File: config.mk
export PLATFORM = sky130hd
export DESIGN_NAME = autoneg_gigabit_status_regs
export DESIGN_NICKNAME = d
export VERILOG_FILES = /design/src/autoneg_regs_pkg.sv /design/src/autoneg_gigabit_status_regs.sv
export SDC_FILE = /design/constraint.sdc
export NUM_CORES = 1
export LEC_CHECK = 0
export BUFFER_PORTS_ARGS = -buffer_cell sky130_fd_sc_hd__clkbuf_2
export CORE_MARGIN = 4
export CORE_UTILIZATION = 40
export DETAILED_ROUTE_END_ITERATION = 10
export GPL_TIMING_DRIVEN = 0
export PLACE_DENSITY = 0.73
export SYNTH_ARGS = -nofsm -noshare
export SYNTH_HDL_FRONTEND = slang
export SYNTH_SLANG_ARGS = --single-unit
File: constraint.sdc
create_clock -name clock -period 3.8 [get_ports clock]
set_input_delay 0.19 -clock clock [delete_from_list [all_inputs] [get_ports clock]]
set_output_delay 0.19 -clock clock [all_outputs]
set_load 0.01 [all_outputs]
File: src/autoneg_regs_pkg.sv
// package: register map, field positions, reset values and carriers for the autoneg/gigabit register group
package autoneg_regs_pkg;
    localparam int ADDR_W = 8;
    localparam logic [ADDR_W-1:0] OFS_PARTNER_BASE = 8'h14;
    localparam logic [ADDR_W-1:0] OFS_EXPANSION = 8'h18;
    localparam logic [ADDR_W-1:0] OFS_NP_TRANSMIT = 8'h1C;
    localparam logic [ADDR_W-1:0] OFS_NP_RECEIVE = 8'h20;
    localparam logic [ADDR_W-1:0] OFS_GIG_CONTROL = 8'h24;
    localparam logic [ADDR_W-1:0] OFS_GIG_STATUS = 8'h28;
    localparam logic [ADDR_W-1:0] OFS_NP_EVENTS = 8'h2C;
    localparam int IDX_PARTNER_BASE = 5;
    localparam int IDX_EXPANSION = 6;
    localparam int IDX_NP_TRANSMIT = 7;
    localparam int IDX_NP_RECEIVE = 8;
    localparam int IDX_GIG_CONTROL = 9;
    localparam int IDX_GIG_STATUS = 10;
    localparam int EXP_PD_FAULT = 4;
    localparam int EXP_PARTNER_NP = 3;
    localparam int EXP_LOCAL_NP = 2;
    localparam int EXP_PAGE_RX = 1;
    localparam int EXP_PARTNER_AN = 0;
    localparam int NPT_MORE = 15;
    localparam int NPT_MSG = 13;
    localparam int NPT_ACK2 = 12;
    localparam int NPT_TOGGLE = 11;
    localparam logic [15:0] NPT_WRITE_MASK = 16'hB7FF;
    localparam logic [15:0] NPT_RESET = 16'h2001;
    localparam logic [15:0] GCTL_WRITE_MASK = 16'hFFFF;
    localparam logic [15:0] GCTL_RESET = 16'h0700;
    localparam int GCTL_MS_MANUAL = 12;
    localparam int GCTL_MS_VALUE = 11;
    localparam int GST_MS_FAULT = 15;
    localparam int GST_MS_RESOLVE = 14;
    localparam int GST_LOCAL_RX = 13;
    localparam int GST_REMOTE_RX = 12;
    localparam int GST_PARTNER_FDX = 11;
    localparam int GST_PARTNER_HDX = 10;
    localparam logic [2:0] TM_NORMAL = 3'h0;
    localparam logic [2:0] TM_WAVEFORM = 3'h1;
    localparam logic [2:0] TM_JITTER_MASTER = 3'h2;
    localparam logic [2:0] TM_JITTER_SLAVE = 3'h3;
    localparam logic [2:0] TM_DISTORTION = 3'h4;
    localparam logic [1:0] RESP_OKAY = 2'h0;
    localparam logic [1:0] RESP_SLVERR = 2'h2;
    localparam logic [7:0] IDLE_ERR_MAX = 8'hFF;

    // events and live levels from the negotiation engine
    typedef struct packed {
        logic basePageValid;
        logic [15:0] basePage;
        logic nextPageValid;
        logic [15:0] nextPage;
        logic parallelFault;
        logic partnerAnCapable;
        logic msFault;
        logic msResolvedValid;
        logic msResolvedMaster;
        logic localRxOk;
        logic remoteRxOk;
        logic partnerGigValid;
        logic partnerGigFdx;
        logic partnerGigHdx;
        logic idleError;
        logic pageSent;
        logic linkDown;
    } engine_status_t;

    // settings handed to the negotiation engine
    typedef struct packed {
        logic [15:0] nextPageWord;
        logic nextPageLoaded;
        logic [2:0] testMode;
        logic forceMs;
        logic forceMaster;
        logic portMulti;
        logic advGigFdx;
        logic advGigHdx;
    } engine_control_t;
endpackage

File: src/autoneg_gigabit_status_regs.sv
// autoneg partner, expansion, next-page and gigabit control/status registers behind AXI4-Lite
//
// Our own choice: the AXI4-Lite register port.
`timescale 1ns/10ps
// What this block does
// - partner base page register read-only, bits 15..0 as received from partner
// - partner base page reads zero after reset until a page arrives
// - parallel detection fault bit 4 latches high until expansion is read
// - page received bit 1 sets on a new page, clears when read
// - expansion bit3 partner np, bit2 local np one, bit0 partner an, rest zero
// - next page transmit word writable except bits 14 and 11; bit13 and code reset to one
// - toggle bit 11 is inverse of the previously transmitted toggle
// - partner next page receive register read-only, zero after reset
// - test mode field bits 15:13, codes 101 to 111 reserved
// - master/slave value bit 11 only acts while manual bit 12 set
// - gigabit fdx/hdx advertise bits and port type reset to one
// - master/slave fault bit 15 latches high until status is read
// - resolution bit 14: one master, zero slave, resets to one
// - resolution keeps the initial outcome, ignores later timing swaps
// - bit 13 local receiver ok, bit 12 remote receiver ok, live
// - bits 11,10 partner gigabit abilities, bits 9:8 zero
module autoneg_gigabit_status_regs (
    input wire logic clock,
    input wire logic rstn,
    input wire logic [autoneg_regs_pkg::ADDR_W-1:0] s_axi_awaddr,
    input wire logic s_axi_awvalid,
    output logic s_axi_awready,
    input wire logic [31:0] s_axi_wdata,
    input wire logic [3:0] s_axi_wstrb,
    input wire logic s_axi_wvalid,
    output logic s_axi_wready,
    output logic [1:0] s_axi_bresp,
    output logic s_axi_bvalid,
    input wire logic s_axi_bready,
    input wire logic [autoneg_regs_pkg::ADDR_W-1:0] s_axi_araddr,
    input wire logic s_axi_arvalid,
    output logic s_axi_arready,
    output logic [31:0] s_axi_rdata,
    output logic [1:0] s_axi_rresp,
    output logic s_axi_rvalid,
    input wire logic s_axi_rready,
    input wire autoneg_regs_pkg::engine_status_t engineStatus,
    output autoneg_regs_pkg::engine_control_t engineControl
);
    import autoneg_regs_pkg::*;

    logic [15:0] partnerBase;
    logic [15:0] partnerNext;
    logic [15:0] npTransmit;
    logic [15:0] gigControl;
    logic pdFault;
    logic pageRx;
    logic partnerNp;
    logic partnerAn;
    logic msFault;
    logic msMaster;
    logic msResolved;
    logic localRx;
    logic remoteRx;
    logic partnerFdx;
    logic partnerHdx;
    logic [7:0] idleCount;
    logic lastToggle;
    logic npLoaded;

    // write channel holding registers
    logic awHeld;
    logic wHeld;
    logic [ADDR_W-1:0] awAddr;
    logic [31:0] wData;
    logic [3:0] wStrb;
    logic doWrite;
    logic doRead;
    logic [ADDR_W-1:0] rdAddr;
    logic readExp;
    logic readStat;
    logic [15:0] next_npTransmit;
    logic [15:0] next_gigControl;
    logic [15:0] readWord;
    logic readHit;
    logic writeHit;

    assign doWrite = awHeld && wHeld && !s_axi_bvalid;
    assign doRead = s_axi_arvalid && s_axi_arready;
    assign rdAddr = s_axi_araddr;
    assign readExp = doRead && (rdAddr == OFS_EXPANSION);
    assign readStat = doRead && (rdAddr == OFS_GIG_STATUS);

    // write address side, taken in either order with the data
    always_ff @(posedge clock) begin
        if (!rstn) begin
            awHeld <= 1'b0;
            awAddr <= '0;
            s_axi_awready <= 1'b0;
        end else begin
            s_axi_awready <= !awHeld && !s_axi_awready && !s_axi_bvalid;
            if (s_axi_awvalid && s_axi_awready) begin
                awHeld <= 1'b1;
                awAddr <= s_axi_awaddr;
                s_axi_awready <= 1'b0;
            end
            if (doWrite) begin
                awHeld <= 1'b0;
            end
        end
    end

    // write data side
    always_ff @(posedge clock) begin
        if (!rstn) begin
            wHeld <= 1'b0;
            wData <= '0;
            wStrb <= '0;
            s_axi_wready <= 1'b0;
        end else begin
            s_axi_wready <= !wHeld && !s_axi_wready && !s_axi_bvalid;
            if (s_axi_wvalid && s_axi_wready) begin
                wHeld <= 1'b1;
                wData <= s_axi_wdata;
                wStrb <= s_axi_wstrb;
                s_axi_wready <= 1'b0;
            end
            if (doWrite) begin
                wHeld <= 1'b0;
            end
        end
    end

    assign writeHit = (awAddr == OFS_NP_TRANSMIT) || (awAddr == OFS_GIG_CONTROL);

    // write response stands until bready
    always_ff @(posedge clock) begin
        if (!rstn) begin
            s_axi_bvalid <= 1'b0;
            s_axi_bresp <= RESP_OKAY;
        end else if (doWrite) begin
            s_axi_bvalid <= 1'b1;
            s_axi_bresp <= writeHit ? RESP_OKAY : RESP_SLVERR;
        end else if (s_axi_bready) begin
            s_axi_bvalid <= 1'b0;
        end
    end

    // byte-lane merge of writable bits
    always_comb begin
        next_npTransmit = npTransmit;
        next_gigControl = gigControl;
        for (int b = 0; b < 2; b++) begin
            if (wStrb[b]) begin
                next_npTransmit[b*8 +: 8] = (npTransmit[b*8 +: 8] & ~NPT_WRITE_MASK[b*8 +: 8])
                    | (wData[b*8 +: 8] & NPT_WRITE_MASK[b*8 +: 8]);
                next_gigControl[b*8 +: 8] = (gigControl[b*8 +: 8] & ~GCTL_WRITE_MASK[b*8 +: 8])
                    | (wData[b*8 +: 8] & GCTL_WRITE_MASK[b*8 +: 8]);
            end
        end
    end

    // outgoing next page, ack2 and code from software, toggle held by hardware
    always_ff @(posedge clock) begin
        if (!rstn) begin
            npTransmit <= NPT_RESET;
        end else if (doWrite && awAddr == OFS_NP_TRANSMIT) begin
            npTransmit <= next_npTransmit;
        end
    end

    // a written page stays loaded until the engine has sent it
    always_ff @(posedge clock) begin
        if (!rstn) begin
            npLoaded <= 1'b0;
        end else if (doWrite && awAddr == OFS_NP_TRANSMIT) begin
            npLoaded <= 1'b1;
        end else if (engineStatus.pageSent) begin
            npLoaded <= 1'b0;
        end
    end

    // toggle tracks the last transmitted link_code_word
    always_ff @(posedge clock) begin
        if (!rstn) begin
            lastToggle <= 1'b1;
        end else if (engineStatus.linkDown) begin
            lastToggle <= 1'b1;
        end else if (engineStatus.pageSent) begin
            lastToggle <= ~lastToggle;
        end
    end

    // gigabit control, every bit writable
    always_ff @(posedge clock) begin
        if (!rstn) begin
            gigControl <= GCTL_RESET;
        end else if (doWrite && awAddr == OFS_GIG_CONTROL) begin
            gigControl <= next_gigControl;
        end
    end

    // partner pages captured from the engine
    always_ff @(posedge clock) begin
        if (!rstn) begin
            partnerBase <= '0;
            partnerNp <= 1'b0;
        end else if (engineStatus.basePageValid) begin
            partnerBase <= engineStatus.basePage;
            partnerNp <= engineStatus.basePage[15];
        end
    end

    always_ff @(posedge clock) begin
        if (!rstn) begin
            partnerNext <= '0;
        end else if (engineStatus.nextPageValid) begin
            partnerNext <= engineStatus.nextPage;
        end
    end

    always_ff @(posedge clock) begin
        if (!rstn) begin
            partnerAn <= 1'b0;
        end else begin
            partnerAn <= engineStatus.partnerAnCapable;
        end
    end

    // expansion latches: set wins over read clear
    always_ff @(posedge clock) begin
        if (!rstn) begin
            pdFault <= 1'b0;
        end else if (engineStatus.parallelFault) begin
            pdFault <= 1'b1;
        end else if (readExp) begin
            pdFault <= 1'b0;
        end
    end

    always_ff @(posedge clock) begin
        if (!rstn) begin
            pageRx <= 1'b0;
        end else if (engineStatus.basePageValid || engineStatus.nextPageValid) begin
            pageRx <= 1'b1;
        end else if (readExp) begin
            pageRx <= 1'b0;
        end
    end

    // master/slave fault latch: set wins over read clear
    always_ff @(posedge clock) begin
        if (!rstn) begin
            msFault <= 1'b0;
        end else if (engineStatus.msFault) begin
            msFault <= 1'b1;
        end else if (readStat) begin
            msFault <= 1'b0;
        end
    end

    // first resolution of a link is kept, a later timing swap is ignored
    always_ff @(posedge clock) begin
        if (!rstn) begin
            msMaster <= 1'b1;
            msResolved <= 1'b0;
        end else if (engineStatus.linkDown) begin
            msResolved <= 1'b0;
        end else if (engineStatus.msResolvedValid && !msResolved) begin
            msMaster <= engineStatus.msResolvedMaster;
            msResolved <= 1'b1;
        end
    end

    // receiver status bits follow the engine's live levels
    always_ff @(posedge clock) begin
        if (!rstn) begin
            localRx <= 1'b0;
            remoteRx <= 1'b0;
        end else begin
            localRx <= engineStatus.localRxOk;
            remoteRx <= engineStatus.remoteRxOk;
        end
    end

    always_ff @(posedge clock) begin
        if (!rstn) begin
            partnerFdx <= 1'b0;
            partnerHdx <= 1'b0;
        end else if (engineStatus.partnerGigValid) begin
            partnerFdx <= engineStatus.partnerGigFdx;
            partnerHdx <= engineStatus.partnerGigHdx;
        end
    end

    // idle error counter saturates, clears on read, new error after read counts one
    always_ff @(posedge clock) begin
        if (!rstn) begin
            idleCount <= '0;
        end else if (readStat) begin
            idleCount <= engineStatus.idleError ? 8'h01 : 8'h00;
        end else if (engineStatus.idleError && idleCount != IDLE_ERR_MAX) begin
            idleCount <= idleCount + 8'h01;
        end
    end

    // read mux
    always_comb begin
        readWord = 16'h0000;
        readHit = 1'b1;
        case (rdAddr)
            OFS_PARTNER_BASE: readWord = partnerBase;
            OFS_EXPANSION: begin
                readWord[EXP_PD_FAULT] = pdFault;
                readWord[EXP_PARTNER_NP] = partnerNp;
                readWord[EXP_LOCAL_NP] = 1'b1;
                readWord[EXP_PAGE_RX] = pageRx;
                readWord[EXP_PARTNER_AN] = partnerAn;
            end
            OFS_NP_TRANSMIT: begin
                readWord = npTransmit;
                readWord[NPT_TOGGLE] = ~lastToggle;
            end
            OFS_NP_RECEIVE: readWord = partnerNext;
            OFS_GIG_CONTROL: readWord = gigControl;
            OFS_GIG_STATUS: begin
                readWord[GST_MS_FAULT] = msFault;
                readWord[GST_MS_RESOLVE] = msMaster;
                readWord[GST_LOCAL_RX] = localRx;
                readWord[GST_REMOTE_RX] = remoteRx;
                readWord[GST_PARTNER_FDX] = partnerFdx;
                readWord[GST_PARTNER_HDX] = partnerHdx;
                readWord[7:0] = idleCount;
            end
            default: readHit = 1'b0;
        endcase
    end

    // read address offered only while no read data is pending
    always_ff @(posedge clock) begin
        if (!rstn) begin
            s_axi_arready <= 1'b0;
        end else if (doRead) begin
            s_axi_arready <= 1'b0;
        end else begin
            s_axi_arready <= !s_axi_rvalid && !s_axi_arready;
        end
    end

    // read data stands until rready
    always_ff @(posedge clock) begin
        if (!rstn) begin
            s_axi_rvalid <= 1'b0;
            s_axi_rdata <= '0;
            s_axi_rresp <= RESP_OKAY;
        end else if (doRead) begin
            s_axi_rvalid <= 1'b1;
            s_axi_rdata <= {16'h0000, readWord};
            s_axi_rresp <= readHit ? RESP_OKAY : RESP_SLVERR;
        end else if (s_axi_rvalid && s_axi_rready) begin
            s_axi_rvalid <= 1'b0;
        end
    end

    // settings to the engine, registered
    always_ff @(posedge clock) begin
        if (!rstn) begin
            engineControl <= '0;
        end else begin
            engineControl.nextPageWord <= {npTransmit[15:12], ~lastToggle, npTransmit[10:0]};
            engineControl.nextPageLoaded <= npLoaded;
            // reserved codes run as normal operation; media sense is software's duty
            engineControl.testMode <= (gigControl[15:13] > TM_DISTORTION) ? TM_NORMAL : gigControl[15:13];
            engineControl.forceMs <= gigControl[GCTL_MS_MANUAL];
            engineControl.forceMaster <= gigControl[GCTL_MS_MANUAL] & gigControl[GCTL_MS_VALUE];
            engineControl.portMulti <= gigControl[10];
            engineControl.advGigFdx <= gigControl[9];
            engineControl.advGigHdx <= gigControl[8];
        end
    end
endmodule

* After elaboration in Yosys (flattened, before gate mapping)
Index checks and enable logic that the tools add are counted.
** Storage, ports and cells
- Register bits after elaboration :: 163
- Output and inout bits :: 66
- Bits in latches :: 0
- Memories kept :: 0
- Memory bits (read-only) :: 0
- Bits in writable memories :: 0
** Cells by class
- $add $sub $neg :: 1
- Div/mod/pow operators :: 0
- Shifts and indexed selects :: 0
- Equality and inequality tests :: 9
- Bitwise operators :: 5
- Multiplexer cells :: 21
- Reductions and logical operators :: 46
- Multipliers :: 0
- Magnitude comparators :: 1
** Operators by type and width (number)
- 8-bit by 5-bit == test with 1-bit output, second input constant :: 4
- 8-bit by 6-bit == test with 1-bit output, second input constant :: 4
- 5-bit case mux with 6 select lines :: 1
- 6-bit case mux with 5 select lines :: 1
- 1-bit logical AND :: 17
- 8-bit two-way mux :: 2
- 3-bit case mux with 5 select lines :: 1
- 2-bit nonzero test :: 7
- 1-bit two-way mux :: 13
- 2-bit OR reduction :: 6
- 2-bit AND reduction :: 5
- 8-bit by 1-bit adder with 8-bit output, second input constant :: 1
- 1-bit logical NOT :: 8
- 8-bit inequality test, second input constant :: 1
- 7-bit by 8-bit bitwise OR with 8-bit output :: 1
- 2-bit case mux with 4 select lines :: 1
- 6-bit OR reduction :: 1
- 2-bit two-way mux :: 2
- 3-bit > comparator, second input constant :: 1
- 1-bit NOT :: 3
- 1-bit logical OR :: 2
- 1-bit bitwise AND :: 1

* Longest topological paths before layout
- Depth after elaboration :: 4
- Gate-level depth with buffers :: 6
- Depth with buffers taken out :: 5

* Worst setup path after synthesis
Ideal clock, no wire load.
- Path kind :: register to register
- Start point :: register awAddr[6]
- End point :: register npTransmit[7]
- Stages on the path, launching flop included :: 6
- Path buffers :: 1
- Setup time :: 0.072 ns
- Path slack :: 2.012 ns
- Arrival time :: 1.716 ns
- Path through :: dfxtp_1 > or4b_4 > nor4_4 > and2_1 > buf_6 > mux2i_1
** Between the ends
- Word-level cells in the longest chain between the ends :: 3
** RTL lines
- from (decl) :: RTL line autoneg_gigabit_status_regs.sv:69 : logic [ADDR_W-1:0] awAddr;
- from (signal assigned) :: RTL line autoneg_gigabit_status_regs.sv:99 : awAddr <= s_axi_awaddr;
- 8-bit by 5-bit == test with 1-bit output :: RTL line autoneg_gigabit_status_regs.sv:162 : end else if (doWrite && awAddr == OFS_NP_TRANSMIT) begin
- 1-bit logical AND :: RTL line autoneg_gigabit_status_regs.sv:162
- 2-bit AND reduction (no source line)
- to (signal assigned) :: RTL line autoneg_gigabit_status_regs.sv:163 : npTransmit <= next_npTransmit;
- to (decl) :: RTL line autoneg_gigabit_status_regs.sv:49 : logic [15:0] npTransmit;
No other way between the ends.
A chain may end at the register's enable or synchronous reset.

* Final worst setup path
- Start point :: register awAddr[6]
- End point :: register npTransmit[5]
The elaborated chain is that of the path after synthesis.

==> results.py <==
metrics = {
    "cts": {
        "clock-sinks": 157,
        "root_buffer": "clkbuf_16",
        "insertion_delay_ns": 0.43,
        "postCtsResizedCells": 0,
        "clock_path_buffers": 2,
        "clk_pin_slew_ns": 0.06,
        "cts_tree": "built",
        "postCtsSetupRepairBufs": 0,
        "cts_buffers": 17,
        "htree_levels": 4,
    },
    "setup_path": {
        "critPathMaxStageDelay_ns": 0.58,
        "r2r-end": "npTransmit[5]$_SDFFE_PN0P_",
        "crit_slowest_cell": "or4b_4",
        "critPathKind": "flop to flop",
        "path_max_fanout": 10,
        "crit_chain": "or4b_4 > nor4_4 > and2_1 > buf_6 > mux2i_1",
        "worstPathArrival_ns": 2.45,
        "critical_path_required_ns": 4.15,
        "cp-start-kind": "flop",
        "r2r_start": "awAddr[6]$_SDFFE_PN0P_",
        "cp_top_family": "simple AND/OR/NAND/NOR gates",
        "critPathBufInv": 1,
        "cp.depth": 5,
        "reg2reg_depth": 5,
        "reg2reg_slack_ns": 1.71,
        "end_kind": "flop",
    },
    "global_routing": {
        "grt_first_pass_wirelength_um": 30150,
        "grt-ovfl-total": 0,
        "grtUsageTotal_pct": 21.37,
        "grt_max_degree": 17,
        "grt_pass1_vias": 5572,
        "antenna_found_initial": 0,
    },
    "sta": {
        "fin_crit_sh_pct": 55.13,
        "fin_skew_ns": 0.005076,
        "rsz0062_at_grt": "false",
        "maxSlewViolCount": 0,
        "final-setup-viol-count": 0,
        "fmax_mhz": 477.4,
        "fin_ws_ns": 1.705,
        "setup-tns-final_ns": 0,
        "period_needed_ns": 2.095,
        "hold_viol_final": 0,
        "slew_headroom_pct": 35.87,
        "tightest_slew_ns": 0.9531,
    },
    "yosys": {
        "synth_ff_type": "dfxtp_1",
        "synthCells": 712,
        "synth_top_area_share_pct": 47.78,
        "yosysSeqAreaShare_pct": 47.78,
        "yosys-top-cells-area": "dfxtp_1, mux2i_1, nand2_1",
        "async_flop_share_pct": 0,
        "ys_warn_count": 0,
        "synth-edff-count": 0,
        "ys_seq_elements": 157,
        "ys_types": 57,
        "syn_area_per_cell_um2": 9.238,
        "synth.largest_area_cell": "dfxtp_1",
        "syn-cell-area_um2": 6578,
    },
    "finish": {
        "area_growth_pct": 28.97,
        "num-fill-cells": 1528,
        "fin_nets": 1012,
        "drive_above_1_share_pct": 21.62,
        "fin_area_um2": 8483,
        "n_antenna_cell": 0,
    },
    "floorplan": {
        "start_util_pct": 41.11,
        "core_area_um2": 16000,
        "pin_count": 172,
        "die_h_um": 136.2,
        "die_x_um": 136.2,
        "rows": 46,
        "die-area_um2": 18560,
    },
    "power_and_ir_drop": {
        "power.share.clock_pct": 47.4,
        "powerDensity_nw_per_um2": 468.7,
        "finalPower_w": 0.003976,
        "internal-power_w": 0.003107,
        "combPwrFrac_pct": 8.6,
        "ir_drop_mv": 0.3408,
        "p_sw_share_pct": 21.84,
        "power.leakage_nw": 3.643,
        "power.switching_w": 0.0008685,
        "pwr-share-seq_pct": 44.0,
    },
    "routing": {
        "drc": 0,
        "drtAntennaViolNets": 0,
        "firstDrtPassIters": 5,
        "totalWireLength_um": 19240,
        "vias": 5749,
        "drtIter0Drc": 419,
        "drt-wirelength-per-cell_um": 16.99,
        "via_per_inst": 5.079,
    },
    "min_path": {
        "hold_path_end": "wData[11]$_SDFFE_PN0P_",
        "min_path_type": "primary input to flop",
        "holdPathStages": 3,
        "hold_path.startpoint": "s_axi_wdata[11]",
    },
    "placement": {
        "dp_slack_ns": 1.712,
        "port-buffer-count": 130,
        "gp_congestion": 0.9374,
        "dp_hpwl_um": 14440,
        "dpl_cell_area_um2": 7566,
    },
    "job": {
        "drv_cap": 0,
    },
    "status": {
        "outcome": "finished, final reports clean",
    },
}
[kinds of logic after synthesis]
group	count (synthesis)	share of synthesized area, %
AOI/OAI and AO/OA	128	13.45
xor gates and xnor gates	3	0.3995
adders and majority gates	1	0.1902
buffers and inverters	81	5.992
DFF	157	47.78
muxes	64	9.835
other	1	0.05701
and+or+nand+nor	277	22.29
[through the flow]
stage | hold WS [ns] | cells | util (%)
after floorplan | 0.2661 | 730 | -
after global placement | 0.3905 | 1076 | 47.29
after detailed placement | 0.3980 | 1076 | 47.29
after CTS | 0.001754 | 1132 | 53.02
after global routing | 0.01532 | 1132 | 53.02
final | 0.01217 | 1132 | 53.02
[metal layers]
layer  vias to the layer above  part of all wire [%]  global-route usage [%]
met1                      2675                    45                   28.50
met3                        26                   7.0                   4.996
met5                         -                     0                       0
met2                       209                    46                   33.96
li1                       2839                     -                       -
met4                         0                   1.9                   7.503
[how the worst max path moves through the flow]
| stage | slack (ns) | from | endpoint |
|---|---|---|---|
| global route | 1.60 | awAddr[6]$_SDFFE_PN0P_ | npTransmit[12]$_SDFFE_PN0P_ |
| global placement | 1.72 | s_axi_araddr[7] | s_axi_rdata[3]$_SDFFE_PN0P_ |
| finish | 1.71 | awAddr[6]$_SDFFE_PN0P_ | npTransmit[5]$_SDFFE_PN0P_ |
| detailed placement | 1.71 | awAddr[6]$_SDFFE_PN0P_ | npTransmit[5]$_SDFFE_PN0P_ |
| floorplan | 2.01 | awAddr[6]$_SDFFE_PN0P_ | npTransmit[7]$_SDFFE_PN0P_ |
| CTS | 1.70 | awAddr[6]$_SDFFE_PN0P_ | npTransmit[5]$_SDFFE_PN0P_ |
[worst min-delay path, stage by stage]
cell	delay (ns)
clkbuf_2	0.09
nand2_1	0.05
a21boi_0	0.06
[timing repair]
action | in CTS | in global routing
endpoints found under the hold margin | 27 | 0
hold buffers | 26 | 0
endpoints found under the setup margin | 0 | 0
[registers in the layout, summed over array words and instances (netlist names), 2 cells and up]
signal	flops
npTransmit	14
gigControl	16
wData	16
wStrb	2
engineControl	24
idleCount	8
partnerBase	16
awAddr	8
s_axi_rdata	16
partnerNext	16
[synthesized netlist by cell type, drive strengths merged (3+ instances only)]
cell	number
inv	19
a221oi	10
nand3b	5
clkbuf	35
nor2	16
and3b	5
buf	27
or3	3
and3	6
mux2	5
a21o	8
dfxtp	157
nand2b	5
mux2i	59
and2	17
nand3	41
nor3b	6
o211ai	4
a31oi	7
a21boi	28
nor4	5
nand2	102
o21a	4
nor2b	43
nor3	7
o21ai	26
nand4	9
a22o	10
a21oi	17
[power groups by stage]
stage	clock [W]	sequential [W]	combinational, W
after floorplan	0	0.00178	0.000186
after global placement	0	0.00178	0.000315
after detailed placement	0	0.00178	0.000317
after CTS	0.00191	0.00175	0.000340
after global routing	0.00198	0.00176	0.000379
final	0.00188	0.00175	0.000342
[final cells by class]
cell class	count	area [um^2]	share of cell area, %
sequential	157	3143	37.05
multi-input combinational	492	3108	36.64
timing repair buffer	156	910.9	10.74
clock buffer	24	501.7	5.914
buffer	62	322.8	3.805
tap	216	270.3	3.186
clock inverter	6	155.1	1.829
inverter	19	71.32	0.8407
[layout by cell type, fill, tap and decap left out, drive strengths merged, types with 10 or more instances in the layout]
cell	netlist	routed
nor2	16	16
nor2b	43	43
a22o	10	10
a21oi	17	17
o21ai	26	26
dfxtp	157	157
a21boi	28	28
clkbuf	35	189
nand2	102	102
mux2i	59	59
inv	19	19
nand3	41	41
a221oi	10	10
dlygate4sd3	0	26
and2	17	17
buf	27	27
conb	1	19
Power figures use the tool's default switching activity.
